**config.mk**
```make
export PLATFORM = sky130hd
export DESIGN_NAME = cci_top
export DESIGN_NICKNAME = d
export VERILOG_FILES = /design/src/design/cci_filter.v /design/src/design/cci_top.v
export VERILOG_INCLUDE_DIRS = /design/src /design/src/design
export SDC_FILE = /design/constraint.sdc
export NUM_CORES = 1
export LEC_CHECK = 0
export ABC_AREA = 1
export BUFFER_PORTS_ARGS = -buffer_cell sky130_fd_sc_hd__buf_2
export CAP_MARGIN = 20
export CORE_MARGIN = 2
export CORE_UTILIZATION = 35
export DETAILED_ROUTE_END_ITERATION = 16
export PLACE_DENSITY = 0.62
export SYNTH_ARGS = -nofsm -noshare
export SYNTH_HDL_FRONTEND = slang
export SYNTH_SLANG_ARGS = --single-unit
```
**constraint.sdc**
```tcl
create_clock -name ref_clk -period 1.9 [get_ports ref_clk]
set_input_delay 0.095 -clock ref_clk [delete_from_list [all_inputs] [get_ports ref_clk]]
set_output_delay 0.095 -clock ref_clk [all_outputs]
set_load 0.05 [all_outputs]
```
**src/design/cci_defs.vh**
```
// Register map, field positions and codes of the channel 1 input conditioning block.
// Assumes inclusion by bare name from every design file that needs it.
`ifndef CCI_DEFS_VH
`define CCI_DEFS_VH

// ********************************
// Register byte offsets
// ********************************
`define CCI_OFS_CONTROL 12'h010
`define CCI_OFS_CONFIG 12'h024
`define CCI_OFS_STATUS 12'h034

// ********************************
// Reset values and masks
// ********************************
`define CCI_CONFIG_RESET 32'h00000000
`define CCI_CONFIG_MASK 32'h000F000F
`define CCI_CONTROL_RESET 1'h0

// ********************************
// Field positions
// ********************************
`define CCI_ENABLE_BIT 0
`define CCI_PSC_MSB 19
`define CCI_PSC_LSB 18
`define CCI_CCS_MSB 17
`define CCI_CCS_LSB 16
`define CCI_FLT_MSB 3
`define CCI_FLT_LSB 0
`define CCI_ST_FILTERED 0
`define CCI_ST_SELECTED 1
`define CCI_ST_CNT_MSB 4
`define CCI_ST_CNT_LSB 2
`define CCI_ST_CAPTURE 5

// ********************************
// Direction selection codes
// ********************************
`define CCI_CCS_OUTPUT 2'h0
`define CCI_CCS_OWN 2'h1
`define CCI_CCS_NEIGHBOUR 2'h2
`define CCI_CCS_TRIGGER 2'h3

// ********************************
// Filter codes
// ********************************
`define CCI_FLT_NONE 4'h0
`define CCI_FLT_LAST_CLKIN 4'h3

`endif

```
**src/design/cci_filter.v**
```verilog
// N-event digital filter for one timer input.
// Assumes sampleIn is already synchronised to ref_clk and sampleTick is a one-cycle pulse or held high to sample every clock.
module cci_filter #(
	parameter CNT_WIDTH = 4
) (
	input wire ref_clk, // System clock
	input wire rstn, // Asynchronous reset, active low
	input wire sampleIn, // Synchronised input level
	input wire sampleTick, // Sample strobe
	input wire [CNT_WIDTH-1:0] eventCount, // Agreeing samples needed, at least 1
	output reg filtered // Filtered level
);

	reg [CNT_WIDTH-1:0] agreeCount;
	wire [CNT_WIDTH-1:0] next_agreeCount;

	assign next_agreeCount = agreeCount + {{(CNT_WIDTH-1){1'b0}}, 1'b1};

	// ********************************
	// Agreement counter
	// ********************************
	always @(posedge ref_clk or negedge rstn) begin
		if (!rstn) begin
			agreeCount <= {CNT_WIDTH{1'b0}};
			filtered <= 1'b0;
		end else if (sampleTick) begin
			if (sampleIn == filtered) begin
				agreeCount <= {CNT_WIDTH{1'b0}};
			end else if (next_agreeCount >= eventCount) begin
				// Level flips only after N agreeing samples
				filtered <= sampleIn;
				agreeCount <= {CNT_WIDTH{1'b0}};
			end else begin
				agreeCount <= next_agreeCount;
			end
		end
	end

endmodule // cci_filter

```
**src/design/cci_top.v**
```verilog
// Channel 1 input conditioning: configuration register, input filter,
// source selection and capture event prescaler, reached over APB.
// Assumes neighbourFiltered, triggerEdgeSignal, clockInputTick and deadTimeTick
// come from logic on ref_clk; ownTimerInput is an asynchronous pin.
// Assumes an APB master that holds each request until pready is high.
//
// Chosen here: the APB interface to the registers.
`include "cci_defs.vh"

module cci_top #(
	parameter ADDR_WIDTH = 12,
	parameter DIV_WIDTH = 5,
	parameter CNT_WIDTH = 4
) (
	input wire ref_clk, // System clock, 40 MHz
	input wire rstn, // Asynchronous reset, active low
	input wire psel, // APB select
	input wire penable, // APB access phase
	input wire pwrite, // APB write
	input wire [ADDR_WIDTH-1:0] paddr, // APB byte address
	input wire [31:0] pwdata, // APB write data
	output reg [31:0] prdata, // APB read data
	output reg pready, // APB ready
	output reg pslverr, // APB error on unmapped address
	input wire ownTimerInput, // Channel 1 timer input pin
	input wire neighbourFiltered, // Channel 0 filtered timer input
	input wire triggerEdgeSignal, // Trigger controller edge pulse
	input wire clockInputTick, // One pulse per clock-input period
	input wire deadTimeTick, // One pulse per dead-time sample period
	output reg captureEvent, // Prescaled capture event pulse
	output reg captureMode, // Channel is an enabled capture input
	output reg compareMode, // Channel is a compare output
	output reg channelEnable, // Channel 1 enable as held
	output reg filteredLevel // Filtered own timer input
);

	// ********************************
	// Field reset values
	// ********************************
	localparam [31:0] CONFIG_RESET = `CCI_CONFIG_RESET;
	localparam [1:0] PSC_RESET = CONFIG_RESET[`CCI_PSC_MSB:`CCI_PSC_LSB];
	localparam [1:0] CCS_RESET = CONFIG_RESET[`CCI_CCS_MSB:`CCI_CCS_LSB];
	localparam [3:0] FLT_RESET = CONFIG_RESET[`CCI_FLT_MSB:`CCI_FLT_LSB];

	// ********************************
	// Functions
	// ********************************
	// Agreeing samples needed for each filter code
	function [CNT_WIDTH-1:0] filterEvents;
		input [3:0] code;
		begin
			case (code)
				4'h0: filterEvents = 4'h1;
				4'h1: filterEvents = 4'h2;
				4'h2: filterEvents = 4'h4;
				4'h3: filterEvents = 4'h8;
				4'h4: filterEvents = 4'h6;
				4'h5: filterEvents = 4'h8;
				4'h6: filterEvents = 4'h6;
				4'h7: filterEvents = 4'h8;
				4'h8: filterEvents = 4'h6;
				4'h9: filterEvents = 4'h8;
				4'hA: filterEvents = 4'h5;
				4'hB: filterEvents = 4'h6;
				4'hC: filterEvents = 4'h8;
				4'hD: filterEvents = 4'h5;
				4'hE: filterEvents = 4'h6;
				default: filterEvents = 4'h8;
			endcase
		end
	endfunction

	// Divisor minus one for the dead-time based codes
	function [DIV_WIDTH-1:0] divTop;
		input [3:0] code;
		begin
			case (code)
				4'h4, 4'h5: divTop = 5'h01;
				4'h6, 4'h7: divTop = 5'h03;
				4'h8, 4'h9: divTop = 5'h07;
				4'hA, 4'hB, 4'hC: divTop = 5'h0F;
				4'hD, 4'hE, 4'hF: divTop = 5'h1F;
				default: divTop = 5'h00;
			endcase
		end
	endfunction

	// Events per passed event, minus one
	function [2:0] pscTop;
		input [1:0] code;
		begin
			case (code)
				2'h0: pscTop = 3'h0;
				2'h1: pscTop = 3'h1;
				2'h2: pscTop = 3'h3;
				default: pscTop = 3'h7;
			endcase
		end
	endfunction

	// ********************************
	// Declarations
	// ********************************
	reg [1:0] pscField;
	reg [1:0] ccsField;
	reg [3:0] fltField;
	reg ownSync1;
	reg ownSync2;
	reg [DIV_WIDTH-1:0] dtsDivCount;
	reg dtsDivTick;
	reg sampleTick;
	reg selectedLevel;
	reg selectedPrev;
	reg [2:0] pscCount;
	reg [31:0] next_prdata;
	reg next_pslverr;
	wire filteredOwn;
	wire [31:0] configWord;
	wire [31:0] statusWord;
	wire setupRead;
	wire accessDone;
	wire captureActive;
	wire rawEvent;
	wire writeConfig;
	wire writeControl;

	// ********************************
	// APB slave
	// ********************************
	// No wait state: data is prepared in the setup cycle, so prdata is a flop
	assign setupRead = psel & ~penable;
	assign accessDone = psel & penable & pready;
	assign writeConfig = accessDone & pwrite & (paddr == `CCI_OFS_CONFIG);
	assign writeControl = accessDone & pwrite & (paddr == `CCI_OFS_CONTROL);

	// Only the three fields are stored; every other bit reads zero
	assign configWord = {12'h000, pscField, ccsField, 12'h000, fltField};

	assign statusWord = {26'h0000000, captureMode, pscCount, selectedLevel, filteredOwn};

	always @* begin
		next_prdata = 32'h00000000;
		next_pslverr = 1'b0;
		case (paddr)
			`CCI_OFS_CONFIG: begin
				next_prdata = configWord;
			end
			`CCI_OFS_CONTROL: begin
				next_prdata = {31'h00000000, channelEnable};
			end
			`CCI_OFS_STATUS: begin
				next_prdata = statusWord;
			end
			default: begin
				next_pslverr = 1'b1;
			end
		endcase
	end

	always @(posedge ref_clk or negedge rstn) begin
		if (!rstn) begin
			pready <= 1'b0;
			pslverr <= 1'b0;
			prdata <= 32'h00000000;
		end else begin
			pready <= setupRead;
			pslverr <= setupRead & next_pslverr;
			if (setupRead && !pwrite) begin
				prdata <= next_prdata;
			end else if (accessDone) begin
				// Cleared after the access so stale data never looks valid
				prdata <= 32'h00000000;
			end
		end
	end

	// ********************************
	// Registers
	// ********************************
	always @(posedge ref_clk or negedge rstn) begin
		if (!rstn) begin
			pscField <= PSC_RESET;
			ccsField <= CCS_RESET;
			fltField <= FLT_RESET;
			channelEnable <= `CCI_CONTROL_RESET;
		end else begin
			if (writeConfig) begin
				pscField <= pwdata[`CCI_PSC_MSB:`CCI_PSC_LSB];
				fltField <= pwdata[`CCI_FLT_MSB:`CCI_FLT_LSB];
				// Changing the source of a running capture would fake edges
				if (!channelEnable) begin
					ccsField <= pwdata[`CCI_CCS_MSB:`CCI_CCS_LSB];
				end
			end
			// Enable lives at its own offset; only bit 0 is stored
			if (writeControl) begin
				channelEnable <= pwdata[`CCI_ENABLE_BIT];
			end
		end
	end

	// ********************************
	// Input synchroniser
	// ********************************
	// Two flops keep a metastable pin level away from the filter
	always @(posedge ref_clk or negedge rstn) begin
		if (!rstn) begin
			ownSync1 <= 1'b0;
			ownSync2 <= 1'b0;
		end else begin
			ownSync1 <= ownTimerInput;
			ownSync2 <= ownSync1;
		end
	end

	// ********************************
	// Sample clock
	// ********************************
	// Divider compares with >= so a smaller new divisor never stalls it
	always @(posedge ref_clk or negedge rstn) begin
		if (!rstn) begin
			dtsDivCount <= 5'h00;
			dtsDivTick <= 1'b0;
		end else begin
			dtsDivTick <= 1'b0;
			if (deadTimeTick) begin
				if (dtsDivCount >= divTop(fltField)) begin
					dtsDivCount <= 5'h00;
					dtsDivTick <= 1'b1;
				end else begin
					dtsDivCount <= dtsDivCount + 5'h01;
				end
			end
		end
	end

	// Sample strobe source follows the filter code
	always @* begin
		if (fltField == `CCI_FLT_NONE) begin
			sampleTick = 1'b1;
		end else if (fltField <= `CCI_FLT_LAST_CLKIN) begin
			sampleTick = clockInputTick;
		end else begin
			sampleTick = dtsDivTick;
		end
	end

	// ********************************
	// Input filter
	// ********************************
	// Filter runs in every mode so the status word always shows the pin
	cci_filter #(
		.CNT_WIDTH(CNT_WIDTH)
	) u_filter (
		.ref_clk(ref_clk),
		.rstn(rstn),
		.sampleIn(ownSync2),
		.sampleTick(sampleTick),
		.eventCount(filterEvents(fltField)),
		.filtered(filteredOwn)
	);

	// ********************************
	// Source selection
	// ********************************
	always @* begin
		case (ccsField)
			`CCI_CCS_OWN: selectedLevel = filteredOwn;
			`CCI_CCS_NEIGHBOUR: selectedLevel = neighbourFiltered;
			default: selectedLevel = 1'b0;
		endcase
	end

	// Capture path runs only while enabled and not in output mode
	assign captureActive = channelEnable & (ccsField != `CCI_CCS_OUTPUT);

	// Active event is a rising edge of the chosen level or the trigger pulse
	assign rawEvent = (ccsField == `CCI_CCS_TRIGGER) ? triggerEdgeSignal :
		(selectedLevel & ~selectedPrev);

	// Resets to the idle level 0 so no false edge follows reset
	always @(posedge ref_clk or negedge rstn) begin
		if (!rstn) begin
			selectedPrev <= 1'b0;
		end else begin
			selectedPrev <= selectedLevel;
		end
	end

	// ********************************
	// Capture prescaler
	// ********************************
	// Count is held at zero while disabled, so each enable starts a fresh ratio
	always @(posedge ref_clk or negedge rstn) begin
		if (!rstn) begin
			pscCount <= 3'h0;
			captureEvent <= 1'b0;
		end else begin
			captureEvent <= 1'b0;
			if (!channelEnable) begin
				pscCount <= 3'h0;
			end else if (captureActive && rawEvent) begin
				if (pscCount >= pscTop(pscField)) begin
					pscCount <= 3'h0;
					captureEvent <= 1'b1;
				end else begin
					pscCount <= pscCount + 3'h1;
				end
			end
		end
	end

	// ********************************
	// Mode outputs
	// ********************************
	// Registered so every port of the block comes from a flop
	always @(posedge ref_clk or negedge rstn) begin
		if (!rstn) begin
			captureMode <= 1'b0;
			compareMode <= 1'b1;
			filteredLevel <= 1'b0;
		end else begin
			captureMode <= captureActive;
			compareMode <= (ccsField == `CCI_CCS_OUTPUT);
			filteredLevel <= filteredOwn;
		end
	end

endmodule // cci_top

```
[Word level (Yosys, flattened, before mapping)]
Memory sizes are Yosys's and may differ from the RTL's.
Index checks and enable logic that the tools add are counted.
Word-level totals
  bits in writable memories: 0
  bits in read-only memories: 144
  memories: 2
  register bits: 64
  output and inout port bits: 39
  latch bits: 0
  input port bits: 54
Memories
  (no name shown): depth 16, width 5, read ports 1, clocked after Yosys merged registers in 0, write ports 0, RTL line cci_top.v:77  | case (code)
  (no name shown): depth 16, width 4, read ports 1, clocked after Yosys merged registers in 0, write ports 0, RTL line cci_top.v:52  | case (code)
Cells by class
  magnitude comparators: 4
  div/mod/pow operators: 0
  shift operators: 0
  reduce and logical (&&, ||, !) cells: 11
  equality and inequality tests: 10
  multiply operators: 0
  multiplexer cells: 23
  $add $sub $neg: 3
  bitwise logic cells: 13
Operators by type and width (number)
  2-to-1 mux 32 bit: 2
  one-hot mux 20 bit (3 select lines): 1
  == test 12 x 6 -> 1 bit (second input constant): 2
  2-to-1 mux 3 bit: 5
  == test 12 x 5 -> 1 bit (second input constant): 1
  2-to-1 mux 5 bit: 2
  AND 1 bit: 9
  2-to-1 mux 1 bit: 9
  one-hot mux 3 bit (3 select lines): 1
  2-to-1 mux 4 bit: 2
  == test 2 bit (second input constant): 3
  adder 5 x 1 -> 5 bit (second input constant): 1
  >= comparator 5 bit: 1
  adder 4 x 1 -> 4 bit (second input constant): 1
  == test 2 x 1 -> 1 bit (second input constant): 2
  >= comparator 4 bit: 1
  less-or-equal comparator 4 x 2 -> 1 bit (second input constant): 1
  zero test 2 bit: 2
  zero test 4 bit: 1
  NOT 1 bit: 4
  nonzero test 2 bit: 2
  adder 3 x 1 -> 3 bit (second input constant): 1
  >= comparator 3 bit: 1
  AND reduction 3 bit: 1
  7 further kinds: 8

[Longest topological paths before layout]
  word-level depth: 11
  gate-level depth with buffers: 15
  mapped depth without buffers: 15

[Modules after synthesis]
From an unflattened synthesis, not the netlist that was laid out.
Unflattened totals
  cell total of the unflattened synthesis: 341
  area total of the unflattened synthesis: 2732.6 um2
Modules (own cells, without submodules)
  cci_top: cells an instance 292, sequential area each 927.1 um2, area each 2358.5 um2, times used 1
  cci_filter: cells an instance 49, sequential area each 125.1 um2, area each 374.1 um2, times used 1

[Worst setup path after synthesis]
Ideal clock, no wire load.
  kind: register -> register
  from: register fltField[1]
  to: register u_filter.agreeCount[2]
  path buffers: 0
  path slack: -0.181 ns
  required time: 1.835 ns
  cell stages (with the launch flop): 15
  arrival time: 2.016 ns
  path through: dfrtp_1 > inv_1 > ha_1 > inv_1 > o21ai_1 > nor2_1 > a211oi_1 > ha_1 > nand2_1 > inv_1 > nand3_1 > nand3_1 > nor2_1 > nand3_1 > nand2_1
On the way
  longest elaborated chain between the ends: 4
  elaborated cells between the ends (all ways): 8
  those cells by class: 2 x order compare; 4 x mux; 1 x reduce/logical; 1 x memory
Ends and longest elaborated chain
  start: declaration: RTL line cci_top.v:106  | reg [3:0] fltField;
  start signal: assignment: RTL line cci_top.v:189  | fltField <= pwdata[`CCI_FLT_MSB:`CCI_FLT_LSB];
  memory (16 x 4 bit)
  >= comparator 4 bit: RTL line cci_filter.v:29  | end else if (next_agreeCount >= eventCount) begin
  2-to-1 mux 4 bit: RTL line cci_filter.v:29
  2-to-1 mux 4 bit: RTL line cci_filter.v:27  | if (sampleIn == filtered) begin
  end signal: assignment: RTL line cci_filter.v:28  | agreeCount <= {CNT_WIDTH{1'b0}};
  end signal: assignment: RTL line cci_filter.v:32  | agreeCount <= {CNT_WIDTH{1'b0}};
  end signal: assignment: RTL line cci_filter.v:34  | agreeCount <= next_agreeCount;
  end: declaration: RTL line cci_filter.v:14  | reg [CNT_WIDTH-1:0] agreeCount;
Several ways; a longest one is shown, not always the timed one.
A chain may end at the register's enable or synchronous reset.

[Worst setup path after layout]
  from: register fltField[1]
  to: register u_filter.agreeCount[1]
The elaborated chain is that of the path after synthesis.

==> flow_summary.toml <==
[finish]
fin_nets = 475
diodes = 0
seq_area_um2 = 1050
final_area_um2 = 3360
multiInputGateArea_um2 = 1540
instances_no_fill = 499
drive_gt1_share_pct = 31.2
syn2layout_area_growth_pct = 23.1
post-route-util_pct = 43.9
nFillCells = 752

[pwr]
vdd_drop_max_v = 0.000272
powerDensity_nw_per_um2 = 652
leakage_nw = 1.78

[cts]
cts_tree = "done"
clk_pin_slew_worst_paths_ps = 80
root_buffer = "clkbuf_8"
cts.sinks = 42
cts_max_level = 2
clk_path_buf_depth = 2
clk_latency_ps = 300
cts_made_buffers = 5

[sta]
slew_violations = 0
max_freq_mhz = 485
fin_hold_ws_ps = 3.78
final.setup.worst_slack_ps = -163
final.setup.tns_ps = -706
tightest_slew_ps = 541
fin_crit_ps = 2060
relSlewSlack_pct = 64.0
rsz0062_at_grt = "yes"
final-setup-viol-count = 5
clock_skew_ps = 4.97
hold_violations = 0
period_share_pct = 109

[detailed_routing]
ant_nets = 0
first_pass_iters = 4
via_per_inst = 4.55
drc = 0
wl_per_cell_um = 11.9
first_iter_violations = 97
vias = 2269
routed_wirelength_um = 5930

[logic_synthesis]
ys_seq_area_share_pct = 38.6
ys.flop_type = "dfrtp_1"
synth_edf_count = 0
synth-compound-area-share_pct = 8.49
synthSimpleGateAreaFrac_pct = 26.3
synth_warnings = 0
ys_ff_latch = 42
synth_cells = 331
synthXorXnorAreaFrac_pct = 1.93
synthAdderAreaFrac_pct = 11.5
synth.avg_cell_area_um2 = 8.24
muxShareOfSynthArea_pct = 0
syn_area_um2 = 2730
async_reset_ff_share_pct = 100
synth_top_family_by_area = "simple AND/OR/NAND/NOR gates"
synth.distinct_cells = 39

[global_route]
grt_pass1_wl_um = 10100
grt_pass1_vias = 2305
grt_use_total_pct = 14.8
gr-total-overflow = 0
antenna_found_initial = 0
grt_max_degree = 43

[flow_run]
max-cap-violations = 0

[place]
port_buffers = 46
dp.cells = 484
gp_congestion = 0.836
dp_hpwl_um = 4440
post_dp_cell_area_um2 = 3070

[min_path]
worst_hold_path_type = "input pin to flip-flop"

[floorplanning]
rows = 32
core-area_um2 = 7650
die_x_um = 92.3
dieHeight_um = 92.3
floorplan.initialDensity_pct = 35.7
die_area_um2 = 8510
num_io_pins = 93

[status]
status = "finished with violations"
violations = "negative setup slack"

[setup_path]
critPathRequiredTime_ps = 2140
setup.worst_path.class = "flip-flop to flip-flop"
arrival_ps = 2300
crit_chain = "inv_2 > ha_4 > inv_4 > o21ai_4 > nor2_2 > a211oi_2 > ha_1 > nand2_1 > inv_2 > nand3_4 > nand3_4 > nor2_4 > nand3_2 > nand2_1"
critical_path.endpoint_type = "flip-flop"
slowest_delay_ps = 370
crit_fanout = 4
cp_slowest_cell = "dfrtp_1"
cp-start-kind = "flip-flop"
==> synth_stat cells (2+ instances only) <==
cell | count | area (um2)
o22ai_1 | 2 | 12.5
buf_4 | 22 | 165
nor2_4 | 2 | 22.5
inv_1 | 31 | 116
o21ai_2 | 5 | 43.8
ha_1 | 25 | 313
dfrtp_1 | 41 | 1030
buf_2 | 2 | 10.0
or2_1 | 2 | 12.5
nor2_1 | 22 | 82.6
nand3_1 | 27 | 135
o21bai_1 | 3 | 22.5
nor2_2 | 4 | 25.0
inv_2 | 10 | 37.5
nand2_2 | 7 | 43.8
xor2_1 | 5 | 43.8
a21oi_1 | 6 | 30.0
o21ai_1 | 13 | 65.1
o21ai_0 | 2 | 10.0
nand2_1 | 74 | 278
nand4_1 | 7 | 43.8
nand3b_1 | 2 | 15.0
==> state kept, by name, summed over array words and instances (netlist names), 2 cells and up <==
| name | flops |
|---|---|
| ccsField | 2 |
| u_filter.agreeCount | 4 |
| pscCount | 3 |
| dtsDivCount | 5 |
| fltField | 4 |
| prdata | 10 |
| pscField | 2 |
==> power by group <==
group,leakage (nW),switching [mW],internal [mW],total (mW)
registers,0.522,0.0751,0.963,1.04
clock network,0.0482,0.312,0.294,0.605
logic,1.21,0.334,0.210,0.544
total,1.78,0.721,1.47,2.19
==> cell type report <==
| class | instances | area share (%) |
|---|---|---|
| clock buffers | 7 | 2.57 |
| clock inverters | 1 | 0.149 |
| inverters | 42 | 4.77 |
| multi-input cells | 242 | 45.9 |
| flip-flops and latches | 42 | 31.4 |
| well taps | 102 | 3.80 |
| repair buffers | 63 | 11.3 |
==> critical path, delay by kind of cell, from the launching register on <==
kind	cells	cell delay (ps)
DFF	1	370
and+or+nand+nor	7	610
AOI/OAI and AO/OA	2	300
adders and majority gates	2	560
buffers and inverters	3	170
==> layout by cell type (no fill, tap or decap), types with 3 or more instances in the layout <==
cell type / Yosys / layout
buf_2: 2 / 46
buf_4: 22 / 9
inv_1: 31 / 27
o21ai_2: 5 / 5
nand3_2: 1 / 4
nand2_1: 74 / 73
nand2_2: 7 / 8
nor2_1: 22 / 17
dlygate4sd3_1: 0 / 6
ha_4: 0 / 4
o21bai_1: 3 / 3
nand3_1: 27 / 22
dfrtp_1: 41 / 39
ha_1: 25 / 21
a21oi_1: 6 / 4
inv_2: 10 / 13
nand4_1: 7 / 7
clkbuf_8: 0 / 6
xor2_1: 5 / 5
nor2_4: 2 / 4
nor2_2: 4 / 7
conb_1: 1 / 22
o21ai_1: 13 / 12
==> metal layers <==
layer  vias to the layer above  wire, um  GRT usage (%)
li1                       1150         -              -
met2                        45      3160           27.5
met4                         0        75           5.35
met1                      1066      2480           16.3
met5                         -         0              0
met3                         8       211           3.45
==> stage by stage <==
step | setup slack (ps) | total power, mW
after global placement | -94.9 | 1.48
after detailed placement | -193 | 1.50
after global routing | -309 | 2.33
after floorplan | -123 | 1.41
after CTS | -112 | 2.18
final | -163 | 2.19
==> cells by family after synthesis <==
family                   count (synthesis)
AND/OR/NAND/NOR                        153
flip-flops                              42
XOR/XNOR                                 6
AO/OA/AOI/OAI                           36
buffers and inverters                   68
other                                    1
adder cells (fa/ha/maj)                 25
==> worst paths after layout <==
path	to	startpoint	cells past startpoint	slack [ps]
max	u_filter.agreeCount[1]	fltField[1]	14	-160
min	fltField[2]	pwdata[2]	3	4
max reg2reg	u_filter.agreeCount[1]	fltField[1]	14	-160
min reg2reg	ownSync2	ownSync1	0	350
max in group asynchronous	fltField[2]	rstn	3	1120
min in group asynchronous	dtsDivCount[2]	rstn	3	390
==> repair_timing <==
item	CTS	global route
buffers inserted	1	0
pin swaps	8	12
resized for setup	15	13
setup endpoints to repair	7	9
hold endpoints to repair	47	0
hold buffers	6	0
No activity file was read; power rests on OpenSTA's default activity.
